**config.mk**
```make
export PLATFORM = sky130hd
export DESIGN_NAME = floppy_result_status
export DESIGN_NICKNAME = d
export VERILOG_FILES = /design/src/result_status_pkg.sv /design/src/floppy_result_status.sv /design/src/drive_line_sync.sv
export SDC_FILE = /design/constraint.sdc
export NUM_CORES = 1
export LEC_CHECK = 0
export ABC_CLOCK_PERIOD_IN_PS = 2400
export BUFFER_PORTS_ARGS = -buffer_cell sky130_fd_sc_hd__buf_2
export CAP_MARGIN = 10
export CORE_MARGIN = 5
export CORE_UTILIZATION = 50
export CTS_BUF_LIST = sky130_fd_sc_hd__clkbuf_8
export DETAILED_ROUTE_END_ITERATION = 6
export GPL_ROUTABILITY_DRIVEN = 0
export GPL_TIMING_DRIVEN = 0
export PLACE_DENSITY_LB_ADDON = 0.3
export SLEW_MARGIN = 20
export SYNTH_ARGS = -nofsm -noshare
export SYNTH_HDL_FRONTEND = slang
export SYNTH_HIERARCHICAL = 1
export SYNTH_SLANG_ARGS = --single-unit
```
**constraint.sdc**
```tcl
create_clock -name clk -period 2.4 [get_ports clk]
set_input_delay 0.24 -clock clk [delete_from_list [all_inputs] [get_ports clk]]
set_output_delay 0.24 -clock clk [all_outputs]
set_load 0.005 [all_outputs]
```
**src/result_status_pkg.sv**
```systemverilog
// Package: constants for the diskette result status bytes two and three.
// Assumes a single controller clock and a byte-wide result path.
package result_status_pkg;

  // ********************************
  // Bit positions, status byte two
  // ********************************
  localparam int S2_RSVD7      = 7;
  localparam int S2_CTRL_MARK  = 6;
  localparam int S2_DATA_CRC   = 5;
  localparam int S2_WRONG_TRK  = 4;
  localparam int S2_SCAN_EQ    = 3;
  localparam int S2_SCAN_NSAT  = 2;
  localparam int S2_BAD_TRK    = 1;
  localparam int S2_MISS_DAM   = 0;

  // ********************************
  // Bit positions, status byte three
  // ********************************
  localparam int S3_RSVD7      = 7;
  localparam int S3_WPROT      = 6;
  localparam int S3_ONE5       = 5;
  localparam int S3_TRK0       = 4;
  localparam int S3_ONE3       = 3;
  localparam int S3_HEAD1      = 2;
  localparam int S3_DRV_HI     = 1;
  localparam int S3_DRV_LO     = 0;

  // ********************************
  // Other status bytes touched here
  // ********************************
  localparam int S0_MISS_AM    = 0;
  localparam int S1_NO_DATA    = 2;

  // ********************************
  // Values
  // ********************************
  localparam logic [7:0] BAD_TRACK_NUM = 8'hff;
  localparam logic [7:0] STATUS_RESET  = 8'h00;
  // Idle pin levels: active-low lines high, density low
  localparam logic [4:0] PIN_IDLE      = 5'h0f;
  localparam logic [2:0] RESULT_LAST   = 3'h3;

  // Result byte order in the data FIFO
  typedef enum logic [1:0] {SelTwo, SelThree, SelNone} result_sel_t;

endpackage

```
**src/floppy_result_status.sv**
```systemverilog
// Result status bytes two and three of a diskette controller.
// Assumes the command engine pulses its events on clk and reads the FIFO byte.
// What this block does
// - Bit seven of both bytes reads zero
// - Byte three bits five, three read one
// - Deleted data mark in a read command sets byte two bit six
// - Data field CRC error sets bit five
// - Wrong track sets bit four, byte-one bit two
// - Scan equal hit sets bit three
// - Scan not satisfied sets bit two
// - Track FF mismatch: bit one, byte-one bit two
// - Bit zero: one data mark, zero ID
// - Either missing mark sets byte-zero bit zero
// - Write protect pin mirrored in bit six
// - Track zero pin mirrored in bit four
// - Head one select mirrored in bit two
// - Selected drive in bits one, zero
// - Bytes delivered through data FIFO register
// - Drive select is binary index
`timescale 1ns/1ps
`default_nettype none
module floppy_result_status
  import result_status_pkg::*;
(
  // Clock and reset
  input  wire logic       clk,
  input  wire logic       rst_n,
  input  wire logic       softReset,
  // Command engine events
  input  wire logic       cmdStart,
  input  wire logic       readCmd,
  input  wire logic       deletedMarkSeen,
  input  wire logic       dataCrcErr,
  input  wire logic       idTrackValid,
  input  wire logic [7:0] mediaTrack,
  input  wire logic [7:0] cmdTrack,
  input  wire logic       scanCmd,
  input  wire logic       scanEqualHit,
  input  wire logic       scanNotSat,
  input  wire logic       missDataMark,
  input  wire logic       missIdMark,
  // Drive selection and pins
  input  wire logic [1:0] driveSel,
  input  wire logic       writeProtect_n,
  input  wire logic       trackZero_n,
  input  wire logic       headOneSel_n,
  input  wire logic       diskInPlace_n,
  input  wire logic       highDensityInd,
  // Result phase FIFO read
  input  wire logic       resultRead,
  input  wire logic [1:0] resultSel,
  output var  logic [7:0] fifoData,
  // Flags into bytes zero and one
  output var  logic       missMarkFlag,
  output var  logic       noDataFlag,
  // Registered status
  output var  logic [7:0] resultStatusTwo,
  output var  logic [7:0] resultStatusThree,
  output var  logic       mediaPresent,
  output var  logic       highDensity
);

  logic [7:0] two_q;
  logic [7:0] two_d;
  logic       missMark_q;
  logic       noData_q;
  logic [4:0] pinSync;
  logic [7:0] three_q;
  logic [7:0] three_d;
  logic       badTrack;
  logic       wrongTrack;

  // ********************************
  // Pin synchronisers
  // ********************************
  drive_line_sync #(.W(5), .RST(PIN_IDLE)) u_sync (
    .clk   (clk),
    .rst_n (rst_n),
    .async ({highDensityInd, diskInPlace_n, headOneSel_n, trackZero_n, writeProtect_n}),
    .sync  (pinSync)
  );

  // ********************************
  // Track checks
  // ********************************
  always_comb
  begin
    badTrack   = idTrackValid && (mediaTrack == BAD_TRACK_NUM)
                 && (cmdTrack != BAD_TRACK_NUM);
    wrongTrack = idTrackValid && (mediaTrack != cmdTrack) && !badTrack;
  end

  // ********************************
  // Byte two flags
  // ********************************
  always_comb
  begin
    two_d = cmdStart ? STATUS_RESET : two_q;
    if (readCmd && deletedMarkSeen)
      two_d[S2_CTRL_MARK] = 1'b1;
    if (dataCrcErr)
      two_d[S2_DATA_CRC] = 1'b1;
    if (wrongTrack)
      two_d[S2_WRONG_TRK] = 1'b1;
    if (scanCmd && scanEqualHit)
      two_d[S2_SCAN_EQ] = 1'b1;
    if (scanCmd && scanNotSat)
      two_d[S2_SCAN_NSAT] = 1'b1;
    if (badTrack)
      two_d[S2_BAD_TRK] = 1'b1;
    if (missDataMark)
      two_d[S2_MISS_DAM] = 1'b1;
    else if (missIdMark)
      two_d[S2_MISS_DAM] = 1'b0;
    two_d[S2_RSVD7] = 1'b0;
  end

  always_ff @(posedge clk or negedge rst_n)
  begin
    if (!rst_n)
      two_q <= STATUS_RESET;
    else if (softReset)
      two_q <= STATUS_RESET;
    else
      two_q <= two_d;
  end

  // ********************************
  // Side flags for bytes zero, one
  // ********************************
  always_ff @(posedge clk or negedge rst_n)
  begin
    if (!rst_n)
    begin
      missMark_q <= 1'b0;
      noData_q   <= 1'b0;
    end
    else if (softReset)
    begin
      missMark_q <= 1'b0;
      noData_q   <= 1'b0;
    end
    else
    begin
      if (missDataMark || missIdMark)
        missMark_q <= 1'b1;
      else if (cmdStart)
        missMark_q <= 1'b0;
      if (wrongTrack || badTrack)
        noData_q <= 1'b1;
      else if (cmdStart)
        noData_q <= 1'b0;
    end
  end

  // ********************************
  // Byte three mirror
  // ********************************
  always_comb
  begin
    three_d            = 8'h00;
    three_d[S3_RSVD7]  = 1'b0;
    three_d[S3_WPROT]  = !pinSync[0];
    three_d[S3_ONE5]   = 1'b1;
    three_d[S3_TRK0]   = !pinSync[1];
    three_d[S3_ONE3]   = 1'b1;
    three_d[S3_HEAD1]  = !pinSync[2];
    three_d[S3_DRV_HI:S3_DRV_LO] = driveSel;
  end

  always_ff @(posedge clk or negedge rst_n)
  begin
    if (!rst_n)
      three_q <= STATUS_RESET;
    else
      three_q <= three_d;
  end

  // ********************************
  // Presence lines, already gated by drive select
  // ********************************
  always_ff @(posedge clk or negedge rst_n)
  begin
    if (!rst_n)
    begin
      mediaPresent <= 1'b0;
      highDensity  <= 1'b0;
    end
    else
    begin
      mediaPresent <= !pinSync[3];
      highDensity  <= pinSync[4];
    end
  end

  // ********************************
  // Result FIFO byte
  // ********************************
  always_ff @(posedge clk or negedge rst_n)
  begin
    if (!rst_n)
      fifoData <= STATUS_RESET;
    else if (resultRead)
    begin
      case (result_sel_t'(resultSel))
        SelTwo:   fifoData <= two_q;
        SelThree: fifoData <= three_q;
        default:  fifoData <= STATUS_RESET;
      endcase
    end
  end

  always_comb
  begin
    resultStatusTwo   = two_q;
    resultStatusThree = three_q;
    missMarkFlag      = missMark_q;
    noDataFlag        = noData_q;
  end

endmodule
`default_nettype wire

```
**src/drive_line_sync.sv**
```systemverilog
// Two-stage synchroniser for the drive status pins.
// Assumes pins are asynchronous to clk.
`timescale 1ns/1ps
`default_nettype none
module drive_line_sync #(
  parameter int           W   = 4,
  parameter logic [W-1:0] RST = '0
) (
  // Clock and reset
  input  wire logic         clk,
  input  wire logic         rst_n,
  // Lines
  input  wire logic [W-1:0] async,
  output var  logic [W-1:0] sync
);

  logic [W-1:0] meta_q;

  // ********************************
  // Synchroniser
  // ********************************
  always_ff @(posedge clk or negedge rst_n)
  begin
    if (!rst_n)
    begin
      meta_q <= RST;
      sync   <= RST;
    end
    else
    begin
      meta_q <= async;
      sync   <= meta_q;
    end
  end

endmodule
`default_nettype wire

```
==> results.md, run 1 <==
* Slowest-stage cell, CP: dfrtp_1
* Setup TNS Final at 0 ns
* # DRC at 0
* CP cell instances: buf_4, buf_2
* RSZ-0062 raised after global routing: no
* Cells after synthesis at 108
* Fin crit period at 1.18 ns
* Hold_buf cts at 0
* Number of global-route vias before repair at 1011
* Status: complete, no violations
* Cell family with most CP delay: flip-flops
* Distinct cells, synth at 25
* Max Fclk at 850 MHz
* Die X at 61.4 µm
* Total Power at 1.28 mW
* Initial Utilization at 0.529
* Reg2reg setup slack at 1.57 ns
* Leakage at 0.918 nW
* Slew Limit Fails at 0
* Number of antenna diodes at 0
* Synthesized area at 1320 µm²
* Placement Rows at 18
* PD cells at 720 nW/µm²
* TritonCTS buffer count at 5
* Critical path arrival at 0.94 ns
* Hold Vio Cnt, Final at 0
* Slew @ Worst Pin at 0.702 ns
* Max stage delay on crit path at 0.41 ns
* Setup Skew at 0.00352 ns
* YS warnings at 6
* Vias at 1041
* CP Capture Type: output pin
* Hold WS at 0.00444 ns
* Avg Cell Area, Syn at 12.2 µm²
* Largest net degree at the start of global routing at 35
* Hold Path Class: input pin to asynchronous set/reset pin
* Worst reg2reg path startpoint: resultStatusTwo[1]
* Clock buffer depth at 2
* Wire per inst at 13.8 µm
* CTS tree: done
* Overflow after GRT at 0
* Startpoint Class: register
* Peak supply drop at 650 µV
* Synthesis-to-layout area growth at 34.8%
* CP required at 2.16 ns
* Vias/cell at 5.00
* # setup viols final at 0
* Setup Fix Bufs, Post-CTS at 0
* Antenna Nets Post-Route at 0
* CTS clock-pin slew for the worst setup and hold paths at 0.07 ns
* Die ar. at 3770 µm²
* Post-CTS resize count at 0
* Worst path bufs/invs at 2
* Yosys reg bits at 34
* Top Ports at 67
* Layout cells sized above 1 at 0.472
* Commonest non-fill, non-tap cell in the layout: buf_2
* CP startpoint: resultStatusThree[5]
* Clk_lat worst skew at 0.28 ns
* Maxcap violations at 0
* DRT Pass-1 Iters at 4
* Max transition margin at 0.532
* Most frequent cells in the layout: buf_2, dfrtp_1, inv_1
* IO buf count at 60
* R2R cell count at 2
* Total GRT Usage at 0.163
* Clock sinks at 34
* Core box area at 2500 µm²
* Antenna violations before repair at 0
* Critical setup path kind: register to output pin
* Final net count at 216
* Setup WS pre-CTS at 1.29 ns
* Die height at 61.4 µm
* Final core area utilization at 0.712
* Sequential area share after synthesis at 0.652
* Crit path max fanout at 4
* Root buffer cell: clkbuf_8
* CTS H-Tree Depth at 2
* Reg-to-reg endpoint: resultStatusTwo[1]
* Fin worst setup slack at 1.22 ns
* Final Cycle Share at 0.490
* Final WL at 2870 µm
* First-pass GRT wire length at 4330 µm
* Iter 0 DRT Violations at 35
-- how the worst max path moves through the flow --
stage,cells past startpoint,end
after detailed placement,5,resultStatusTwo[4]
final,2,resultStatusThree[5]
after CTS,2,resultStatusThree[5]
after global placement,5,resultStatusTwo[4]
after global routing,2,resultStatusThree[5]
after floorplan,4,resultStatusTwo[4]
-- metrics by stage --
| stage | std cells | instance area, µm² |
|---|---|---|
| 2_1_floorplan | 110 | 1330 |
| 3_3_place_gp | 200 | 1670 |
| 3_5_place_dp | 200 | 1670 |
| 4_1_cts | 208 | 1780 |
| 5_1_grt | 208 | 1780 |
| 6_report | 208 | 1780 |
-- cell usage after synthesis --
master,n,share of area
buf_4,4,0.023
nand3_1,1,0.0038
nor2_1,7,0.020
conb_1,2,0.0057
a21oi_1,3,0.011
a22oi_1,3,0.017
nor2_2,1,0.0047
clkbuf_1,2,0.0057
nand2b_1,2,0.0095
o32ai_1,1,0.0066
mux2i_1,7,0.053
nor4_2,1,0.0095
a211oi_1,1,0.0057
xnor2_1,8,0.053
nor2b_1,1,0.0047
clkbuf_2,1,0.0038
o22ai_1,7,0.033
buf_2,1,0.0038
nand4_1,5,0.024
dfstp_2,8,0.16
o21ai_1,1,0.0038
dfrtp_1,26,0.49
o21ba_1,1,0.0076
nand2_1,2,0.0057
inv_1,12,0.034
-- state kept, by name, summed over array words and instances (netlist names) --
register	cells
resultStatusThree	6
u_sync/meta_q	5
mediaPresent	1
u_sync/sync	5
resultStatusTwo	7
fifoData	7
noDataFlag	1
highDensity	1
missMarkFlag	1
-- metal layers --
metal | track usage | share of wire | vias up | routed length, µm
met5 | 0 | 0 | - | 0
met4 | 0.0758 | 0.025 | 0 | 73
met3 | 0.0734 | 0.10 | 8 | 292
met2 | 0.285 | 0.51 | 43 | 1480
met1 | 0.167 | 0.36 | 500 | 1030
li1 | - | - | 490 | -
-- cell type report --
cell class              instances  area [µm²]
well taps                      30        37.5
inverters                      12        45.0
repair buffers                 60         300
plain buffers                   8        47.5
multi-input cells              56         375
flip-flops and latches         34         861
clock buffers                   5        68.8
clock inverters                 3        45.0
fillers                       194         719
-- worst reg2reg max path, stage by stage (launching register included) --
cell     delay [ns]
dfrtp_1        0.41
nor2b_1        0.14
o21ba_1        0.17
-- power by group --
part,leakage (nW),total [mW],switching (mW),internal [mW]
Combinational,0.457,0.140,0.0698,0.0704
Sequential,0.411,0.626,0.0154,0.611
Clock,0.0504,0.515,0.207,0.309
Total,0.918,1.28,0.292,0.990
-- cells by family (layout without fill, tap and decap cells) --
logic type | count (synthesis) | in the layout | synth area share
AO/OA/AOI/OAI | 17 | 17 | 0.0852
XOR/XNOR | 8 | 8 | 0.0530
buffers and inverters | 20 | 88 | 0.0701
flip-flops | 34 | 34 | 0.652
multiplexers | 7 | 7 | 0.0530
other | 2 | 4 | 0.00568
AND/OR/NAND/NOR | 20 | 20 | 0.0814
No activity file was read; power rests on OpenSTA's default activity.
==> inputs of run 2 (changes only) <==
--- a/config.mk
+++ b/config.mk
@@ -5,11 +5,11 @@
 export SDC_FILE = /design/constraint.sdc
 export NUM_CORES = 1
 export LEC_CHECK = 0
-export ABC_CLOCK_PERIOD_IN_PS = 2400
+export ABC_CLOCK_PERIOD_IN_PS = 1000
 export BUFFER_PORTS_ARGS = -buffer_cell sky130_fd_sc_hd__buf_2
 export CAP_MARGIN = 10
 export CORE_MARGIN = 5
-export CORE_UTILIZATION = 50
+export CORE_UTILIZATION = 42
 export CTS_BUF_LIST = sky130_fd_sc_hd__clkbuf_8
 export DETAILED_ROUTE_END_ITERATION = 6
 export GPL_ROUTABILITY_DRIVEN = 0
==> constraint.sdc (replaced) <==
create_clock -name clk -period 1 [get_ports clk]
set_input_delay 0.1 -clock clk [delete_from_list [all_inputs] [get_ports clk]]
set_output_delay 0.1 -clock clk [all_outputs]
set_load 0.005 [all_outputs]
==> run 2 against run 1 <==
Effect of this change: critical endpoint is now resultStatusThree[3]; clock power increased by 140%; clock-buffer cell count did not move; die area increased by 16%; non-clock buffer count is 7 higher; setup slack lost 1.2 ns; clock skew up 0.0030 ns.
==> results.md, run 2 (same netlist as run 1, synthesis figures left out) <==
* Startpoint Class: register
* Core box area at 3030 µm²
* Die height at 66.1 µm
* Vias/cell at 4.49
* Setup TNS Final at 0 ns
* TritonCTS buffer count at 5
* Maxcap violations at 0
* Wire per inst at 13.2 µm
* Most frequent cells in the layout: buf_2, dfrtp_1, inv_1
* # DRC at 0
* Clk_lat worst skew at 0.29 ns
* # setup viols final at 0
* Hold depth at 2
* Antenna violations before repair at 0
* Met3 Wirelength at 210 µm
* Commonest non-fill, non-tap cell in the layout: buf_2
* Root buffer cell: clkbuf_8
* Die ar. at 4370 µm²
* CP Capture Type: output pin
* Total GRT Usage at 0.156
* Fillers at 258
* Fin crit period at 0.927 ns
* Slowest-stage cell, CP: dfrtp_1
* Placed inst area at 1680 µm²
* Number of global-route vias before repair at 1086
* Max stage delay on crit path at 0.40 ns
* Cell family with most CP delay: flip-flops
* Top Ports at 67
* Antenna Nets Post-Route at 0
* Placement Rows at 20
* CTS H-Tree Depth at 2
* Synthesis-to-layout area growth at 41.8%
* Multi-input logic area at 375 µm²
* RSZ-0062 raised after global routing: no
* Leakage at 0.947 nW
* CTS clock-pin slew for the worst setup and hold paths at 0.07 ns
* DR top layer: met4
* Met2 WL at 1590 µm
* Clock buffer depth at 2
* Register area at 861 µm²
* Overflow after GRT at 0
* DP Wirelength at 2280 µm
* Die X at 66.1 µm
* Worst reg2reg path startpoint: missMarkFlag
* Largest net degree at the start of global routing at 35
* Peak supply drop at 964 µV
* Vias at 1028
* Reg-to-reg endpoint: missMarkFlag
* Metal-1 WL at 1160 µm
* R2R cell count at 2
* Hold Path Class: input pin to register
* Setup Fix Bufs, Post-CTS at 0
* CTS tree: done
* IO buf count at 60
* Layout cells sized above 1 at 0.449
* Worst path bufs/invs at 1
* Final Cell Area at 1870 µm²
* DRT Pass-1 Iters at 4
* Hold Vio Cnt, Final at 0
* Status: complete, no violations
* First-pass GRT wire length at 4970 µm
* Hold EP: resultStatusTwo[4]
* Number of antenna diodes at 0
* Final WL at 3030 µm
* Critical setup path kind: register to output pin
* PD cells at 1660 nW/µm²
* Critical path arrival at 0.83 ns
* Hold WS at 0.0412 ns
* Initial Utilization at 0.436
* Hold_sp: cmdStart
* Iter 0 DRT Violations at 63
* Slew Limit Fails at 0
* CP cell instances: buf_2
* Final net count at 223
* Clock sinks at 34
* Crit path max fanout at 4
* CP required at 0.90 ns
* Reg2reg setup slack at 0.18 ns
* Final Cycle Share at 0.927
* Setup Skew at 0.00650 ns
* Max Fclk at 1080 MHz
-- run 2: cell count changes in the layout (fill, tap and decap cells not counted), sizes merged --
| cell | delta |
|---|---|
| clkbuf | +1 |
| buf | -2 |
| dlygate4sd3 | +8 |
-- run 2: what timing repair did --
| action | CTS | global route |
|---|---|---|
| pin swaps | 0 | 0 |
| setup endpoints to repair | 1 | 26 |
| gates resized for setup | 0 | 1 |
| endpoints found under the hold margin | 33 | 0 |
| hold buffers | 8 | 0 |
-- run 2: worst max path at each step --
stage	startpoint	cells after the start	slack (ns)	end
2_1_floorplan	resultStatusTwo[1]	2	0.22	resultStatusTwo[1]
3_3_place_gp	cmdTrack[7]	5	0.06	resultStatusTwo[4]
3_5_place_dp	cmdTrack[4]	5	0.05	resultStatusTwo[4]
4_1_cts	resultStatusTwo[6]	1	0.06	resultStatusTwo[6]
5_1_grt	resultStatusThree[5]	1	0.02	resultStatusThree[5]
6_report	resultStatusThree[5]	1	0.07	resultStatusThree[3]
-- run 2: layout make-up --
| cell class | instances | area share |
|---|---|---|
| sequential | 34 | 0.460 |
| inverter | 12 | 0.0240 |
| timing repair buffer | 68 | 0.204 |
| tap | 44 | 0.0294 |
| clock inverter | 3 | 0.0240 |
| clock buffer | 5 | 0.0367 |
| multi-input combinational | 56 | 0.200 |
| buffer | 7 | 0.0214 |
-- run 2: through the flow --
| step | setup slack, ns | utilization | power [mW] | std cells |
|---|---|---|---|---|
| 5_1_grt | 0.0250 | 0.619 | 3.27 | 229 |
| 3_3_place_gp | 0.0604 | 0.556 | 1.86 | 214 |
| 6_report | 0.0733 | 0.619 | 3.11 | 229 |
| 2_1_floorplan | 0.216 | - | 1.67 | 110 |
| 3_5_place_dp | 0.0453 | 0.556 | 1.87 | 214 |
| 4_1_cts | 0.0626 | 0.618 | 3.15 | 229 |
-- run 2: metal layers --
layer,vias up,GRT usage
met5,-,0
met4,0,0.0609
met3,8,0.0646
met2,40,0.268
met1,476,0.169
li1,504,-
-- run 2: report_power, final --
| group | internal (mW) | switching [mW] | total (mW) | leakage [nW] |
|---|---|---|---|---|
| registers | 1.47 | 0.0372 | 1.50 | 0.411 |
| clock network | 0.741 | 0.507 | 1.25 | 0.0504 |
| logic | 0.188 | 0.175 | 0.363 | 0.486 |
